$ cat config.mk
export PLATFORM = sky130hd
export DESIGN_NAME = tnlc_line_coder
export DESIGN_NICKNAME = d
export VERILOG_FILES = /design/src/tnlc_pkg.sv /design/src/tnlc_line_coder.sv /design/src/tnlc_fifo.sv
export SDC_FILE = /design/constraint.sdc
export NUM_CORES = 1
export LEC_CHECK = 0
export ABC_AREA = 0
export CAP_MARGIN = 20
export CORE_MARGIN = 10
export CORE_UTILIZATION = 34
export DETAILED_ROUTE_END_ITERATION = 7
export DONT_BUFFER_PORTS = 1
export GPL_TIMING_DRIVEN = 0
export PLACE_DENSITY = 0.5
export SLEW_MARGIN = 20
export SYNTH_ARGS = -nofsm -noshare
export SYNTH_HDL_FRONTEND = slang
export SYNTH_SLANG_ARGS = --single-unit
$ cat constraint.sdc
create_clock -name clk_i -period 3.7 [get_ports clk_i]
set_input_delay 0.185 -clock clk_i [delete_from_list [all_inputs] [get_ports clk_i]]
set_output_delay 0.185 -clock clk_i [all_outputs]
set_load 0.03 [all_outputs]
$ cat src/tnlc_pkg.sv
// package for the media line coder: register map, field positions, timing counts
// assumes a 50 MHz system clock
package tnlc_pkg;
    localparam int CLK_MHZ = 50;
    localparam int CLK_NS = 1000 / CLK_MHZ;
    localparam int RATE_KBPS = 2500;
    localparam int BIT_NS = 400;
    localparam int HYB_PULSE_NS = 100;
    localparam int BP_PULSE_NS = 200;
    localparam int JITTER_NS = 100;
    localparam int BIT_CYC = BIT_NS / CLK_NS;
    localparam int HYB_PULSE_CYC = (HYB_PULSE_NS + CLK_NS - 1) / CLK_NS;
    localparam int BP_PULSE_CYC = (BP_PULSE_NS + CLK_NS - 1) / CLK_NS;
    localparam int JITTER_CYC = JITTER_NS / CLK_NS;
    localparam logic [3:0] OFS_CONFIG = 4'h6;
    localparam logic [3:0] OFS_LINE_AND_CLOCK_SETUP = 4'h7;
    localparam logic [3:0] OFS_STATUS = 4'h8;
    localparam int CFG_TRANSMITTER_ENABLE_BIT_BIT = 5;
    localparam int CFG_BACKPLANE_BIT = 2;
    localparam int SU1_PUSH_PULL_BIT = 7;
    localparam logic [7:0] CONFIG_RESET = 8'h00;
    localparam logic [7:0] LINE_AND_CLOCK_SETUP_RESET = 8'h00;

    typedef struct packed {
        logic drive_first;
        logic drive_first_oe;
        logic drive_second;
        logic drive_second_oe;
        logic xcvr_enable;
    } tnlc_line_out_t;

    typedef enum logic [1:0] {
        TX_IDLE = 2'b00,
        TX_P1 = 2'b01,
        TX_GAP = 2'b10,
        TX_P2 = 2'b11
    } tnlc_tx_state_t;
endpackage

$ cat src/tnlc_line_coder.sv
// media-side line coder: nrz bits in and out, pulse coding on the line pins
// assumes a 50 MHz clock and an external hybrid or rs-485 transceiver
//
// Notes on behaviour
// - hybrid coding only at the 2.5 Mbps rate
// - hybrid one: two 100ns low pulses, first then second
// - hybrid zero: both drives stay high
// - hybrid receive: positive pulse means one
// - receive window tolerates 100ns shift per 400ns bit
// - backplane first drive open-drain or push-pull by bit
// - first drive defaults to open-drain after reset
// - backplane one: single 200ns low pulse on first
// - backplane receive: low pulse means one
// - backplane second drive carries bit clock
// - backplane first drive pulses only while transceiver enabled; hybrid pulses leave it inactive
// - reset holds drives and enable inactive
// - second pin strapped at reset sets enable polarity in backplane mode; hybrid keeps active low
//
// The strobed register port was chosen for this implementation.
`timescale 1ns/1ns
module tnlc_line_coder
    import tnlc_pkg::*;
#(
    parameter int FIFO_DEPTH = 8
) (
    input wire logic clk_i,
    input wire logic reset_n_i,
    input wire logic [3:0] addr_i,
    input wire logic [7:0] wdata_i,
    input wire logic wr_i,
    input wire logic rd_i,
    output logic [7:0] rdata_o,
    input wire logic tx_valid_i,
    output logic tx_ready_o,
    input wire logic tx_bit_i,
    output logic rx_valid_o,
    output logic rx_bit_o,
    output logic line_drive_first_o,
    output logic line_drive_first_oe_o,
    input wire logic line_drive_second_i,
    output logic line_drive_second_o,
    output logic line_drive_second_oe_o,
    output logic transceiver_drive_enable_o,
    input wire logic line_receive_input_i
);
    // ==========================================================
    // register file
    logic [7:0] node_configuration;
    logic [7:0] line_and_clock_setup;
    logic transmitter_enable_bit;
    logic backplane_sel;
    logic first_drive_push_pull_select;
    logic mode_bp;
    logic tx_busy;
    logic enable_active_high;

    assign transmitter_enable_bit = node_configuration[CFG_TRANSMITTER_ENABLE_BIT_BIT];
    assign backplane_sel = node_configuration[CFG_BACKPLANE_BIT];
    assign first_drive_push_pull_select = line_and_clock_setup[SU1_PUSH_PULL_BIT];

    always_ff @(posedge clk_i) begin
        if (!reset_n_i) begin
            node_configuration <= CONFIG_RESET;
            line_and_clock_setup <= LINE_AND_CLOCK_SETUP_RESET;
        end else if (wr_i) begin
            if (addr_i == OFS_CONFIG) begin
                node_configuration <= wdata_i;
            end
            if (addr_i == OFS_LINE_AND_CLOCK_SETUP) begin
                line_and_clock_setup <= wdata_i;
            end
        end
    end

    always_ff @(posedge clk_i) begin
        if (!reset_n_i) begin
            rdata_o <= 8'h00;
        end else if (rd_i) begin
            unique case (addr_i)
                OFS_CONFIG: rdata_o <= node_configuration;
                OFS_LINE_AND_CLOCK_SETUP: rdata_o <= line_and_clock_setup;
                OFS_STATUS: rdata_o <= {4'h0, enable_active_high, tx_busy, mode_bp, 1'b0};
                default: rdata_o <= 8'h00;
            endcase
        end else begin
            rdata_o <= 8'h00;
        end
    end

    // ==========================================================
    // polarity strap: second pin sampled after reset release
    logic strap_taken;
    always_ff @(posedge clk_i) begin
        if (!reset_n_i) begin
            strap_taken <= 1'b0;
            enable_active_high <= 1'b0;
        end else if (!strap_taken) begin
            // board grounds the pin for active high; weak pull reads open as high
            strap_taken <= 1'b1;
            enable_active_high <= !line_drive_second_i;
        end
    end

    // ==========================================================
    // transmit fifo and bit timer
    logic fifo_valid;
    logic fifo_bit;
    logic fifo_pop;
    tnlc_fifo #(.WIDTH(1), .DEPTH(FIFO_DEPTH)) u_tx_fifo (
        .clk_i(clk_i),
        .reset_n_i(reset_n_i),
        .in_valid_i(tx_valid_i),
        .in_ready_o(tx_ready_o),
        .in_data_i(tx_bit_i),
        .out_valid_o(fifo_valid),
        .out_ready_i(fifo_pop),
        .out_data_o(fifo_bit)
    );

    logic [5:0] bit_cnt;
    logic bit_tick;
    assign bit_tick = (bit_cnt == 6'(BIT_CYC - 1));
    always_ff @(posedge clk_i) begin
        if (!reset_n_i) begin
            bit_cnt <= 6'h00;
        end else begin
            bit_cnt <= bit_tick ? 6'h00 : bit_cnt + 6'h01;
        end
    end

    // a bit is taken only at a bit boundary while transmitting
    logic cur_active;
    logic cur_bit;
    assign fifo_pop = bit_tick && transmitter_enable_bit && fifo_valid;
    assign tx_busy = fifo_valid || (bit_cnt != 6'h00 && cur_active);

    always_ff @(posedge clk_i) begin
        if (!reset_n_i) begin
            cur_active <= 1'b0;
            cur_bit <= 1'b0;
        end else if (bit_tick) begin
            cur_active <= fifo_pop;
            cur_bit <= fifo_pop && fifo_bit;
        end
    end

    // mode is latched only between frames so a bit is never coded half and half
    always_ff @(posedge clk_i) begin
        if (!reset_n_i) begin
            mode_bp <= 1'b0;
        end else if (bit_tick && !cur_active && !fifo_pop) begin
            mode_bp <= backplane_sel;
        end
    end

    // ==========================================================
    // pulse shaping inside the bit cell
    // bit_cnt counts from 0 in the cell after the pop
    logic hyb_p1;
    logic hyb_p2;
    logic bp_p1;
    logic one_now;
    assign one_now = cur_active && cur_bit && !mode_bp;
    // hybrid rate is fixed by the 400ns cell; other rates are not offered
    assign hyb_p1 = one_now && (bit_cnt < 6'(HYB_PULSE_CYC));
    assign hyb_p2 = one_now && (bit_cnt >= 6'(HYB_PULSE_CYC)) &&
                    (bit_cnt < 6'(2 * HYB_PULSE_CYC));
    assign bp_p1 = cur_active && cur_bit && mode_bp &&
                   (bit_cnt < 6'(BP_PULSE_CYC));

    logic xcvr_on;
    logic next_drive_first;
    logic next_drive_first_oe;
    logic next_drive_second;
    logic next_drive_second_oe;
    always_comb begin
        xcvr_on = mode_bp && cur_active;
        next_drive_first = 1'b1;
        next_drive_first_oe = 1'b0;
        next_drive_second = 1'b1;
        next_drive_second_oe = 1'b0;
        if (!mode_bp) begin
            next_drive_first = !hyb_p1;
            next_drive_second = !hyb_p2;
            next_drive_first_oe = 1'b1;
            next_drive_second_oe = 1'b1;
        end else begin
            next_drive_first = !(bp_p1 && xcvr_on);
            // open drain only pulls low; push-pull also drives high
            next_drive_first_oe = first_drive_push_pull_select ? 1'b1 : !next_drive_first;
            // second pin doubles as strap, so it stays released until sampled
            next_drive_second = (bit_cnt < 6'(BIT_CYC / 2));
            next_drive_second_oe = strap_taken;
        end
    end

    tnlc_line_out_t line_q;
    always_ff @(posedge clk_i) begin
        if (!reset_n_i) begin
            line_q <= '{drive_first: 1'b1, drive_first_oe: 1'b0, drive_second: 1'b1,
                        drive_second_oe: 1'b0, xcvr_enable: 1'b0};
        end else begin
            line_q.drive_first <= next_drive_first;
            line_q.drive_first_oe <= next_drive_first_oe;
            line_q.drive_second <= next_drive_second;
            line_q.drive_second_oe <= next_drive_second_oe;
            line_q.xcvr_enable <= xcvr_on;
        end
    end

    assign line_drive_first_o = line_q.drive_first;
    assign line_drive_first_oe_o = line_q.drive_first_oe;
    assign line_drive_second_o = line_q.drive_second;
    assign line_drive_second_oe_o = line_q.drive_second_oe;
    // polarity strap applies in backplane mode; hybrid keeps active low
    assign transceiver_drive_enable_o = (mode_bp && enable_active_high) ?
                                        line_q.xcvr_enable : !line_q.xcvr_enable;

    // ==========================================================
    // receive: synchronise, detect pulse, slice to bit cells
    logic [2:0] rx_sync;
    logic rx_level;
    always_ff @(posedge clk_i) begin
        if (!reset_n_i) begin
            rx_sync <= 3'h0;
            rx_level <= 1'b0;
        end else begin
            rx_sync <= {rx_sync[1:0], line_receive_input_i};
            if (rx_sync[2] == rx_sync[1]) begin
                rx_level <= rx_sync[1];
            end
        end
    end

    logic rx_active;
    logic rx_prev;
    logic rx_start;
    // hybrid pulses are positive, backplane pulses negative
    assign rx_active = mode_bp ? !rx_level : rx_level;
    assign rx_start = rx_active && !rx_prev;

    // the first pulse fixes a grid with the nominal pulse in mid cell, so a pulse
    // shifted by up to a quarter cell either way still lands in its own cell;
    // no realignment, as that would push a later early pulse out of its window
    logic [5:0] rx_cnt;
    logic rx_seen;
    logic rx_run;
    logic mode_bp_q;
    always_ff @(posedge clk_i) begin
        if (!reset_n_i) begin
            rx_prev <= 1'b0;
            rx_cnt <= 6'h00;
            rx_seen <= 1'b0;
            rx_run <= 1'b0;
            mode_bp_q <= 1'b0;
            rx_valid_o <= 1'b0;
            rx_bit_o <= 1'b0;
        end else begin
            rx_prev <= rx_active;
            mode_bp_q <= mode_bp;
            rx_valid_o <= 1'b0;
            if (mode_bp != mode_bp_q) begin
                // a coding change flips the pulse polarity; restart the receiver
                rx_run <= 1'b0;
                rx_seen <= 1'b0;
            end else if (rx_run) begin
                if (rx_cnt == 6'(BIT_CYC - 1)) begin
                    rx_valid_o <= 1'b1;
                    rx_bit_o <= rx_seen || rx_start;
                    rx_seen <= 1'b0;
                    rx_cnt <= 6'h00;
                end else begin
                    rx_cnt <= rx_cnt + 6'h01;
                    if (rx_start) begin
                        rx_seen <= 1'b1;
                    end
                end
            end else if (rx_start) begin
                rx_run <= 1'b1;
                rx_seen <= 1'b1;
                rx_cnt <= 6'(BIT_CYC / 2);
            end
        end
    end
endmodule

$ cat src/tnlc_fifo.sv
// small synchronous fifo, flip-flop storage
// assumes one clock; push and pop are valid/ready handshakes
`timescale 1ns/1ns
module tnlc_fifo #(
    parameter int WIDTH = 1,
    parameter int DEPTH = 8
) (
    input wire logic clk_i,
    input wire logic reset_n_i,
    input wire logic in_valid_i,
    output logic in_ready_o,
    input wire logic [WIDTH-1:0] in_data_i,
    output logic out_valid_o,
    input wire logic out_ready_i,
    output logic [WIDTH-1:0] out_data_o
);
    localparam int AW = $clog2(DEPTH);
    logic [WIDTH-1:0] mem [DEPTH];
    logic [AW-1:0] wr_ptr;
    logic [AW-1:0] rd_ptr;
    logic [AW:0] count;
    logic push;
    logic pop;

    assign in_ready_o = (count != DEPTH[AW:0]);
    assign out_valid_o = (count != '0);
    assign push = in_valid_i && in_ready_o;
    assign pop = out_valid_o && out_ready_i;
    assign out_data_o = mem[rd_ptr];

    always_ff @(posedge clk_i) begin
        if (push) begin
            mem[wr_ptr] <= in_data_i;
        end
    end

    always_ff @(posedge clk_i) begin
        if (!reset_n_i) begin
            wr_ptr <= '0;
            rd_ptr <= '0;
            count <= '0;
        end else begin
            if (push) begin
                wr_ptr <= (wr_ptr == AW'(DEPTH - 1)) ? '0 : wr_ptr + 1'b1;
            end
            if (pop) begin
                rd_ptr <= (rd_ptr == AW'(DEPTH - 1)) ? '0 : rd_ptr + 1'b1;
            end
            if (push && !pop) begin
                count <= count + 1'b1;
            end else if (pop && !push) begin
                count <= count - 1'b1;
            end
        end
    end
endmodule

==> Word-level counts from Yosys, hierarchy flattened <==
Memories as Yosys holds them, arrays and structs flattened. A register that Yosys moved wholly into a read port is not among the register bits.
Index checks and enable logic that the tools add are counted.
W data, S select, Z words.
{ "op_classes": {"addsub": 6, "n_eq_ne": 10, "n_lt_le_gt_ge": 3, "n_reduce_logical": 47, "muxes": 26, "bitwise": 3} }
{ "ops": {"columns": ["cell", "n"], "rows": [
  ["$pmux W8 S3", 1],
  ["$logic_and A1 B1 Y1", 21],
  ["$mux W6", 3],
  ["$mux W1", 16],
  ["$add A6 B1 Y6 const B", 2],
  ["$eq A6 B5 Y1 const B", 2],
  ["$logic_not A1 Y1", 12],
  ["$mux W3", 4],
  ["$eq A4 B3 Y1 const B", 2],
  ["$mux W4", 2],
  ["$reduce_and A2 Y1", 4],
  ["$add A3 B1 Y3 const B", 2],
  ["$eq A3 B3 Y1 const B", 2],
  ["$ge A6 B3 Y1 const B", 1],
  ["$lt A6 B3 Y1 const B", 1],
  ["$lt A6 B4 Y1 const B", 1],
  ["$reduce_bool A6 Y1", 1],
  ["$add A4 B1 Y4 const B", 1],
  ["$eq A4 B4 Y1 const B", 1],
  ["$ne A4 B4 Y1 const B", 1],
  ["$reduce_bool A2 Y1", 2],
  ["$reduce_bool A4 Y1", 1],
  ["$reduce_or A2 Y1", 2],
  ["$sub A4 B1 Y4 const B", 1],
  ["6 further kinds", 9]
]} }
{ "totals": {"mem_count": 1, "elab_cells": 122, "inputBits": 20, "mem_bits_rw": 8, "reg_bits": 66} }
{ "memory_table": {"columns": ["memory", "words", "width", "rd", "rd_ports_with_merged_regs", "write_ports", "line", "source"], "rows": [
  ["u_tx_fifo.mem", 8, 1, 1, 1, 1, "tnlc_fifo.sv:18", "logic [WIDTH-1:0] mem [DEPTH];"]
]} }

==> Longest topological paths before layout <==
Gate-level depths: netlist of the first run.
{ "depth": {"ltp_word": 7, "depth_mapped": 10} }

==> Hierarchy <==
A second synthesis of the first run with hierarchy kept.
{ "unflattened": {"hier_cells": 322, "area_unflattened_um2": 3290.7} }
{ "by_module_without_submodules": {"columns": ["module", "area_each_um2", "cells_each", "instances"], "rows": [
  ["tnlc_line_coder", 2289.7, 236, 1],
  ["tnlc_fifo", 1001.0, 86, 1]
]} }

==> Least setup slack after synthesis of the first run <==
No wires, ideal clock.
{ "synth_path": {"path_type": "register to register", "startpoint": "reg u_tx_fifo.count[0]", "endpoint": "reg u_tx_fifo.count[3]", "slack_ns": 1.091, "path_buffers": 0, "arrival_time_ns": 2.538, "required_time_ns": 3.628, "path_stages_with_launch": 11, "period_less_slack_ns": 2.609, "path_cell_list": "dfxtp_1 > or4b_1 > nand2_2 > inv_1 > ha_1 > inv_1 > ha_1 > a21oi_1 > a211oi_1 > a31oi_1 > mux2i_1"} }
{ "synth_lines": {"columns": ["item", "line", "source"], "rows": [
  ["start, declared", "tnlc_fifo.sv:21", "logic [AW:0] count;"],
  ["start signal, assigned", "tnlc_fifo.sv:50", "count <= count + 1'b1;"],
  ["start signal, assigned", "tnlc_fifo.sv:52", "count <= count - 1'b1;"],
  ["$ne A4 B4 Y1 *", "tnlc_fifo.sv:25", "assign in_ready_o = (count != DEPTH[AW:0]);"],
  ["named net tx_ready_o", "tnlc_line_coder.sv:34", "output logic tx_ready_o,"],
  ["$logic_and A1 B1 Y1 *", "tnlc_fifo.sv:27", "assign push = in_valid_i && in_ready_o;"],
  ["named net u_tx_fifo.push", "tnlc_fifo.sv:22", "logic push;"],
  ["$logic_not A1 Y1", "tnlc_fifo.sv:51", "end else if (pop && !push) begin"],
  ["$logic_and A1 B1 Y1", "tnlc_fifo.sv:51", null],
  ["$reduce_bool A2 Y1 (no source line)", null, null]
]} }
Mark *: on every way through the listed nets, which the timed path passes. The rest lies on a longest branch. The select of a mux whose other input is x is not followed.
A chain may end at the register's enable or synchronous reset.

==> Worst setup path in the final report of the first run <==
Ends and elaborated chain as after synthesis.

==> results of run 1 <==
-- timing repair --
action	CTS	global route
hold endpoints to repair	27	0
hold buffers	11	0
setup endpoints to repair	0	0
-- metal layers --
| metal | vias to the layer above | track usage, % | share of wire, % |
|---|---|---|---|
| li1 | 1239 | - | - |
| met1 | 1140 | 13.9 | 50 |
| met2 | 51 | 16.5 | 44 |
| met3 | 8 | 3.41 | 5.0 |
| met4 | 0 | 4.15 | 1.4 |
| met5 | - | 0 | 0 |
-- cells in the mapped netlist (3+ instances only) --
cell type,number,area (um^2)
sky130_fd_sc_hd__xor2_1,5,43.8
sky130_fd_sc_hd__clkbuf_1,8,30.0
sky130_fd_sc_hd__nand2b_1,3,18.8
sky130_fd_sc_hd__o211ai_1,4,30.0
sky130_fd_sc_hd__ha_1,11,138
sky130_fd_sc_hd__edfxtp_1,8,240
sky130_fd_sc_hd__nor3_1,5,25.0
sky130_fd_sc_hd__and3_1,4,25.0
sky130_fd_sc_hd__nand2_1,40,150
sky130_fd_sc_hd__dfxtp_1,69,1380
sky130_fd_sc_hd__inv_1,9,33.8
sky130_fd_sc_hd__nand3b_1,3,22.5
sky130_fd_sc_hd__a21oi_1,30,150
sky130_fd_sc_hd__xnor2_1,4,35.0
sky130_fd_sc_hd__and2_1,3,18.8
sky130_fd_sc_hd__a22oi_1,6,45.0
sky130_fd_sc_hd__o21ai_0,6,30.0
sky130_fd_sc_hd__buf_2,4,20.0
sky130_fd_sc_hd__nor2_1,32,120
sky130_fd_sc_hd__mux2i_1,8,80.1
sky130_fd_sc_hd__nand3_1,27,135
-- worst min-delay path by stage --
| stage | startpoint | end | slack [ns] | cells after the start |
|---|---|---|---|---|
| 5_1_grt | line_drive_second_i | enable_active_high$_SDFFE_PN0N_ | 0.07 | 3 |
| 3_3_place_gp | reset_n_i | strap_taken$_DFF_P_ | 0.21 | 0 |
| 3_5_place_dp | reset_n_i | strap_taken$_DFF_P_ | 0.21 | 0 |
| 4_1_cts | line_drive_second_i | enable_active_high$_SDFFE_PN0N_ | 0.03 | 3 |
| 6_report | line_drive_second_i | enable_active_high$_SDFFE_PN0N_ | 0.05 | 3 |
| 2_1_floorplan | reset_n_i | strap_taken$_DFF_P_ | 0.21 | 0 |
-- per-stage QoR --
stage / worst slack (ns) / cell area [um^2]
2_1_floorplan: 1.09 / 3230
3_3_place_gp: 0.849 / 3390
3_5_place_dp: 0.856 / 3390
4_1_cts: 0.829 / 3700
5_1_grt: 0.655 / 3700
6_report: 0.841 / 3700
-- kinds of logic after synthesis --
logic type,Yosys count
XOR/XNOR,9
buffers and inverters,26
AND/OR/NAND/NOR,138
flip-flops,77
multiplexers,9
adder cells (fa/ha/maj),12
AO/OA/AOI/OAI,65
-- sequential cells by signal, summed over array words and instances (netlist names), 3 cells and up, named ones only --
| name | flops |
|---|---|
| bit_cnt | 6 |
| rx_cnt | 6 |
| u_tx_fifo.rd_ptr | 3 |
| rx_sync | 3 |
| line_and_clock_setup | 8 |
| u_tx_fifo.count | 4 |
| node_configuration | 8 |
| u_tx_fifo.mem | 8 |
| rdata_o | 8 |
| u_tx_fifo.wr_ptr | 3 |
-- where the power goes --
part           total, W  leakage [nW]  switching (W)  internal (W)
Sequential     0.000903         0.632      0.0000319      0.000871
Combinational  0.000188         0.619       0.000107     0.0000818
Clock          0.000660         0.103       0.000337      0.000323
-- critical path: cells and delay by family, from the launching register on --
family,cells,cell delay [ns]
compound gates,3,0.48
fa+ha+maj,2,0.50
buf+inv,2,0.27
flops,1,0.37
mux,1,0.19
simple gates,2,0.99
-- cell usage in the layout (no fill, tap or decap), drive strengths merged, types with 6 or more instances in the layout --
cell type     n
nand2        41
nand3        27
ha           11
buf           8
nor2         32
a21oi        30
dlygate4sd3  11
clkbuf       18
a22oi         6
edfxtp        8
inv          13
dfxtp        69
o21ai         6
mux2i         8
-- cell type report --
class	count	area share [%]
clock buffers	9	3.34
flip-flops and latches	77	43.8
well taps	129	4.36
inverters	9	0.912
multi-input cells	233	39.6
repair buffers	11	2.97
plain buffers	17	2.84
clock inverters	7	2.20
==> metrics list, run 1 <==
- Syn Area/Cell: 9.61 um^2
- In this run, synthesis produced a sequential element count of 77.
- The routed layout has between 2000 and 2500 vias.
- Dividing the detail-routed wire length by the instance count gives between 10 and 15 um.
- Cell-by-cell listing of the critical path: or4b_1, nand2_2, inv_1, ha_1, inv_1, ha_1, a21oi_1, a211oi_1, a31oi_1, mux2i_1
- Total nets after synthesis: 368
- Once layout is complete, the cells apart from fillers number 492.
- Max cap viols: 0
* Req. time, crit path: approximately 4.0 ns
* Fmax: 350 MHz
- The share of the Yosys chip area taken by registers is between 50% and 60%.
* Clock Pin Slew Worst Setup and Hold Paths: about 0.090 ns
* Commonest register cell after synthesis: sky130_fd_sc_hd__dfxtp_1
* Basic-gate share of the synthesized area counting and, or, nand and nor cells: 22.1%
- For this configuration, the core starts out at a cell density of 34.9%.
- Endpoints failing hold: 0
- Gates resized during post-CTS repair numbered 0.
- The endpoint identified for the worst register-to-register timing path is u_tx_fifo.count[3]$_SDFFE_PN0P_.
- Summed over all layers, the global routing overflow is 0.
- Inserted Diodes: 0
- After the last flow step, the layout net total stands at 390.
- Counting tap cells, the placed design contains a total of approximately 470 instances.
* Yosys warnings: 0
* Number of global-route vias before repair: around 2400
- Area added between synthesis and finish: 14.8%
- STA puts the critical path data arrival time at roughly 3.1 ns.
- Fraction of the mapped netlist area in compound gates: about an eighth
- Floorplan die height: ~120 um
- Outcome: finished, final reports clean
- Post-DRT Antenna Nets: 0
- Via density per instance: 4.96
- Actual transition at the worst max-transition pin: 0.926 ns
- The clock passes through at most 2 buffers.
* Critical path endpoint: u_tx_fifo.count[3]$_SDFFE_PN0P_
- On the worst path, the slowest cell contributes a delay of 0.74 ns.
* Worst Hold Slack: 0.0485 ns
* Critical Path Sink Type: flip-flop
* Count of input and output buffers: 0
* CTS sink count: 77
* Overall power consumption: 0.00175 W
- Floorplan die width: 117 um
- Of the total synthesized cell area, the portion taken by full adders, half adders and majority gates is a little under 5%.
- Summing all flip-flop and latch instances after layout gives between 1500 and 2000 um^2.
* Count of flip-flops with a built-in enable after synthesis: 8
- CTS built an H-tree with a depth of 3.
- Among all stages on the critical path, the largest delay is contributed by sky130_fd_sc_hd__or4b_1.
* Time the final worst path needs with I/O delays and setup: roughly 2.9 ns
- The filler cells instantiated in the layout total 916.
- Largest fanout on the critical path: 9
- After legalization and detailed placement, the total HPWL measured 5.22 mm.
* Number of buffers inserted to repair setup after CTS: 0
* Placeable core region: just over 9000 um^2
* CTS tree: built
* Number of I/O pins: 36
* Initial antenna violation count: 0
- Die Area: 13800 um^2
* Final clock skew: 0.0111 ns
- The number of max-slew violations in the final report came to 0.
- Reg-to-reg startpoint: u_tx_fifo.count[0]$_SDFFE_PN0P_
- Dividing total power by cell area gives a power density of between 400 and 500 nW/um^2.
- First-pass GRT wire length: 12.4 mm
- Proportion of synthesized area in mux cells: 3.18%
- Setup repair after global routing left no endpoint under its margin.
- The tightest min-delay check is of the input port to flip-flop type.
* Main combinational cell family by area after synthesis: simple AND/OR/NAND/NOR gates
* Leakage Power: around 1.4 nW
- The later pin in the worst-skew pair is clocked with a latency of between 0.3 and 0.4 ns.
- In the synthesized netlist the async set-or-reset flop fraction comes to 0%.
- Initial drt markers: between 100 and 150
- Measured on the finished design, the core utilization comes to roughly 40%.
* Buffer cell driving the clock tree root: sky130_fd_sc_hd__clkbuf_8
- For flop-to-flop paths, the worst setup slack is ~0.84 ns.
* Maximum vdd ir drop: 0.223 mV
- Entering global routing, the biggest net connects 16 pins.
- Total Routing Usage GR: a little over a tenth
- At the end of routability-driven placement, the weighted congestion stood at approximately 0.8.
* Post-detailed-route DRC marker count: 0
- Setup-failing EPs final: 0
* Number of iterations in the first detailed-routing pass: 4
- The final layout contains routed wiring with a total length of 7.26 mm.
- In this run the core area contains 35 standard-cell rows.
- Critical Path Start: u_tx_fifo.count[0]$_SDFFE_PN0P_
- The mapped netlist covers 3230 um^2.
* CP Launch Type: flip-flop
* Critical setup path kind: flip-flop to flip-flop
- Number of CTS-inserted buffers: 9
- In the synthesized netlist, the number of instances is around 340.
* XOR/XNOR Fraction of Synth Area: about 2.4%
- Adding up every negative setup slack in the final design gives 0 ns.
- The number of different library cells used by synthesis comes to a little under 60.
- Reg2Reg Depth: 10
* Worst rel slew slack: between 30 and 40%
- The worst path uses 77.3% of the clock period.
- Area of the multi-input gates: about 1500 um^2
* Layout cell share with drive strength beyond 1: approximately 9%
Note: power is estimated with default switching activity, not from simulation.
==> inputs of run 2 (changes only) <==
Settings changed: ABC_AREA 0 to 1, PLACE_DENSITY 0.5 to 0.52.
Clock period 3.7 ns to 2.6 ns, I/O delays scaled along.
==> run 2 against run 1 <==
  * Register-to-register slack worse by 0.61 ns
  * Combinational power is 20% higher
  * Synthesized cell count up 29%
  * Via count increased by 11%
  * Sequential share of layout area decreased by 1.8 points
  * Total power rose by 36%
  * Non-clock buffer count down 3
  * Global-route usage down 0.061 points
  * Area after synthesis is 4.3% higher
  * Flip-flop and latch count is the same
==> metrics list, run 2 <==
- The proportion of synthesized area in mux cells is 0% (-3.2 points).
* Power per Cell Area: 617 nW/um^2 (+31%)
- Sequential Area: 1620 um^2 (unchanged)
- The number of setup buffers added after CTS was 0 (unchanged).
- Layout cell share with drive strength beyond 1: 9.98% (+1.2 points)
- The number of DRC violations after detailed routing is 0 (unchanged).
* Commonest non-fill, non-tap cells in the layout: 103 x sky130_fd_sc_hd__nand2_1, 69 x sky130_fd_sc_hd__dfxtp_1, 47 x sky130_fd_sc_hd__nor2_1
- Fraction of the mapped netlist area in compound gates: 9.67% (-3.2 points)
- Reg-to-Reg End: u_tx_fifo.count[3]$_SDFFE_PN0P_
- The adder and majority gate portion of the synthesized area is 4.68% (-0.20 points).
- Final total negative setup slack: 0 ns (unchanged)
* Clock Latency Late Sink: 0.36 ns (about the same)
* Via density per instance: 4.56 (-7.9%)
- Placeable core region: 9730 um^2 (+5.3%)
* Endpoints failing hold: 0 (unchanged)
- The relative max-transition margin came to 55.4% (+18 points).
- The area of the multi-input gates is 1480 um^2 (+0.51%).
- Met2 track utilization from global routing: 17.0% (+0.45 points)
* Buffering stage count on the worst path with inverters included: 1 (-1)
- After global routing, the most crowded layer is met2.
* Weighted congestion at the end of routability-driven global placement: 0.763 (-4.2%)
- Most common library cells after synthesis: 103 x sky130_fd_sc_hd__nand2_1, 69 x sky130_fd_sc_hd__dfxtp_1, 47 x sky130_fd_sc_hd__nor2_1, 45 x sky130_fd_sc_hd__inv_1, 40 x sky130_fd_sc_hd__a21oi_1
- Final Max Slew Viols: 0 (unchanged)
* CP max stage cell: sky130_fd_sc_hd__dfxtp_1
* Leakage Power: 1.55 nW (+15%)
- The count of standard-cell rows is 36 (+2.9%).
- The signal arrival time at the worst endpoint is 2.66 ns (-0.48 ns).
- The area growth from synthesis to layout is 14.8% (about the same).
* Total number of vias: 2711 (+11%)
- The number of cells traversed by the worst hold path was 4 (+1).
- Async S/R FF share, synth: 0% (unchanged)
* Filler Cell Count: 1041 (+14%)
* Fmax: 422 MHz (+21%)
- The startpoint identified for the worst hold timing path is reset_n_i.
* Outcome: finished, final reports clean
* CP top delay family: adder cells
- The largest voltage drop on the vdd net is 0.227 mV (+1.6%).
- The number of setup violations in the final report was 0 (unchanged).
* Synthesis-stage register bit count: 77 (unchanged)
- The count of H-tree levels built during CTS is 3 (unchanged).
- Initial antenna violation count: 0 (unchanged)
- The number of nets produced by synthesis came to 464 (+26%).
- Floorplan die height: 119 um (+1.7%)
* Hold Path Sink: cur_bit$_SDFFE_PN0N_
* Actual transition at the worst max-transition pin: 0.667 ns (-0.259 ns)
- Biggest cell delay along the critical path: 0.43 ns (-0.31 ns)
- Inserted Diodes: 0 (unchanged)
- Deepest clock path buffer count: 2 (unchanged)
- By startpoint and endpoint, the worst setup path is classified as flip-flop to flip-flop.
* Share of the synthesized area in the top cell type: 41.0% (-1.7 points)
- The x dimension of the die is 119 um (+1.7%).
* Req. time, crit path: 2.89 ns (-1.09 ns)
- The library cell used most frequently in the layout, excluding fill and tap cells, is sky130_fd_sc_hd__nand2_1.
- GR Layer Usage met1: 13.1% (-0.78 points)
* Yosys warnings: 0 (unchanged)
- Period Utilization, post-route: 91.2% (+14 points)
- Gate Count Post-Synth: 432 (+29%)
- Critical Path Start: bit_cnt[0]$_SDFF_PP0_
- The number of I/O pins was 36 (unchanged).
- Traced cell by cell, the critical path runs through ha_2, nand3_1, nor2_4, nand2_2, ha_1, inv_1, ha_1, nand2_1, nand2_1, nor2_1, nand2_1, nand2_1, nand2_1, a21oi_1.
- Syn Area/Cell: 7.79 um^2 (-19%)
- The starting utilization of the core area came to 34.6% (-0.34 points).
- Number of iterations in the first detailed-routing pass: 4 (unchanged)
* WL final: 7.25 mm (-0.19%)
- The routed length per placed instance came to 12.2 um (-17%).
- TritonCTS built the clock tree.
* Library cell with the highest instance count after synthesis: sky130_fd_sc_hd__nand2_1
- Minimum setup slack in the final design: 0.230 ns (-0.612 ns)
- Sequential-to-total area share from yosys stat: 48.2% (-2.1 points)
* M3 GR Usage: 4.08% (+0.67 points)
- The synthesized-area fraction occupied by xor and xnor cells is 1.82% (-0.62 points).
- First-pass GRT wire length: 12.6 mm (+1.3%)
* Class of the tightest hold or removal check: input port to flip-flop
* Largest net degree at the start of global routing: 13 (-3)
- The TritonCTS sink count came to 77 (unchanged).
- After synthesis, the largest family of logic cells by area is simple AND/OR/NAND/NOR gates.
- Setup repair after global routing left no endpoint under its margin.
- Most area-hungry cell type in the Yosys netlist: sky130_fd_sc_hd__dfxtp_1
- Largest fanout on the critical path: 6 (-3)
* Basic-gate share of the synthesized area counting and, or, nand and nor cells: 27.6% (+5.5 points)
- Number of CTS-inserted buffers: 9 (unchanged)
- The tree is rooted in a sky130_fd_sc_hd__clkbuf_8.
- Most Frequent Cell on Critical Path: sky130_fd_sc_hd__nand2_1
- Reg2Reg Depth: 14 (+4)
* Pre-CTS WS: 0.251 ns (-0.605 ns)
- STA classifies the critical path startpoint as a flip-flop.
- Reg-to-reg startpoint: bit_cnt[0]$_SDFF_PP0_
- Worst R2R Setup Slack: 0.23 ns (-0.61 ns)
- Die Area: 14300 um^2 (+3.5%)
- The count of max-cap constraint violations was 0 (unchanged).
- The clock-pin slew on the worst setup and hold paths came to 0.08 ns (about the same).
- The via count of the first global-routing pass came to 2668 (+8.9%).
* Detailed-placement wirelength estimate: 5.30 mm (+1.5%)
- Total Routing Usage GR: 10.8% (-0.061 points)
- The most used flip-flop cell after synthesis is sky130_fd_sc_hd__dfxtp_1.
- Count of distinct cell types in the synthesized netlist: 31 (-47%)
- The number of I/O port buffers came to 0 (unchanged).
* Initial drt markers: 134 (+3.9%)
- Count of flip-flops with a built-in enable after synthesis: 8 (unchanged)
* Final nets: 489 (+25%)
- The shortest period the worst path allows was 2.37 ns (-0.488 ns).
- The total congestion overflow is 0 (unchanged).
- Ranked by total cell area, the synthesized netlist is headed by sky130_fd_sc_hd__dfxtp_1 41%, sky130_fd_sc_hd__nand2_1 11%, sky130_fd_sc_hd__edfxtp_1 7.1%.
- Final clock skew: 0.00996 ns (-0.00117 ns)
- The post-synthesis instance area was 3370 um^2 (+4.3%).
- Post-DRT Antenna Nets: 0 (unchanged)
* Critical Path Sink Type: flip-flop
## run 2: worst max-delay path by stage
stage / end / cells after the start
floorplan: u_tx_fifo.count[3]$_SDFFE_PN0P_ / 14
global placement: u_tx_fifo.count[3]$_SDFFE_PN0P_ / 14
detailed placement: u_tx_fifo.count[3]$_SDFFE_PN0P_ / 14
CTS: u_tx_fifo.count[3]$_SDFFE_PN0P_ / 14
global route: u_tx_fifo.count[3]$_SDFFE_PN0P_ / 14
finish: u_tx_fifo.count[3]$_SDFFE_PN0P_ / 14
## run 2: power by group
part / leakage (nW) / internal, W / switching (W)
clock network: 0.0992 / 0.000463 / 0.000433
registers: 0.633 / 0.00123 / 0.0000324
logic: 0.818 / 0.0000872 / 0.000139
## run 2: cell type report
class | count | share of cell area (%)
Sequential cell | 77 | 42.0
Clock inverter | 4 | 1.26
Tap cell | 133 | 4.31
Multi-Input combinational cell | 293 | 38.2
Buffer | 11 | 2.01
Inverter | 51 | 5.02
Timing Repair Buffer | 14 | 3.63
Clock buffer | 11 | 3.66
## run 2: per-stage QoR
| stage | instances | area [um^2] | util (%) | power (W) | hold WS [ns] |
|---|---|---|---|---|---|
| global placement | 565 | 3530 | 36.3 | 0.00149 | 0.159 |
| CTS | 594 | 3860 | 39.7 | 0.00242 | 0.0106 |
| detailed placement | 565 | 3530 | 36.3 | 0.00150 | 0.159 |
| finish | 594 | 3860 | 39.7 | 0.00239 | 0.0350 |
| global route | 594 | 3860 | 39.7 | 0.00251 | 0.0652 |
| floorplan | 432 | 3370 | - | 0.00145 | 0.158 |
## run 2: cells by family after synthesis
family,count (synthesis)
compound gates,64
xor+xnor,7
fa+ha+maj,12
buf+inv,62
flops,77
simple gates,210
## run 2: per-layer routing
layer	routed length (um)	up-vias
li1	-	1428
met1	3400	1229
met2	3290	44
met3	425	10
met4	128	0
met5	0	-
## run 2: worst reg2reg max path: cells and delay by family (launching register included)
family          cells  cell delay, ns
buf+inv             1            0.13
compound gates      1            0.10
flops               1            0.43
simple gates        9            0.82
fa+ha+maj           3            0.81
## run 2: what timing repair did
| action | 4_1_cts | 5_1_grt |
|---|---|---|
| setup endpoints to repair | 0 | 1 |
| hold buffers | 14 | 0 |
| hold endpoints to repair | 31 | 0 |
| gates resized for setup | 0 | 1 |
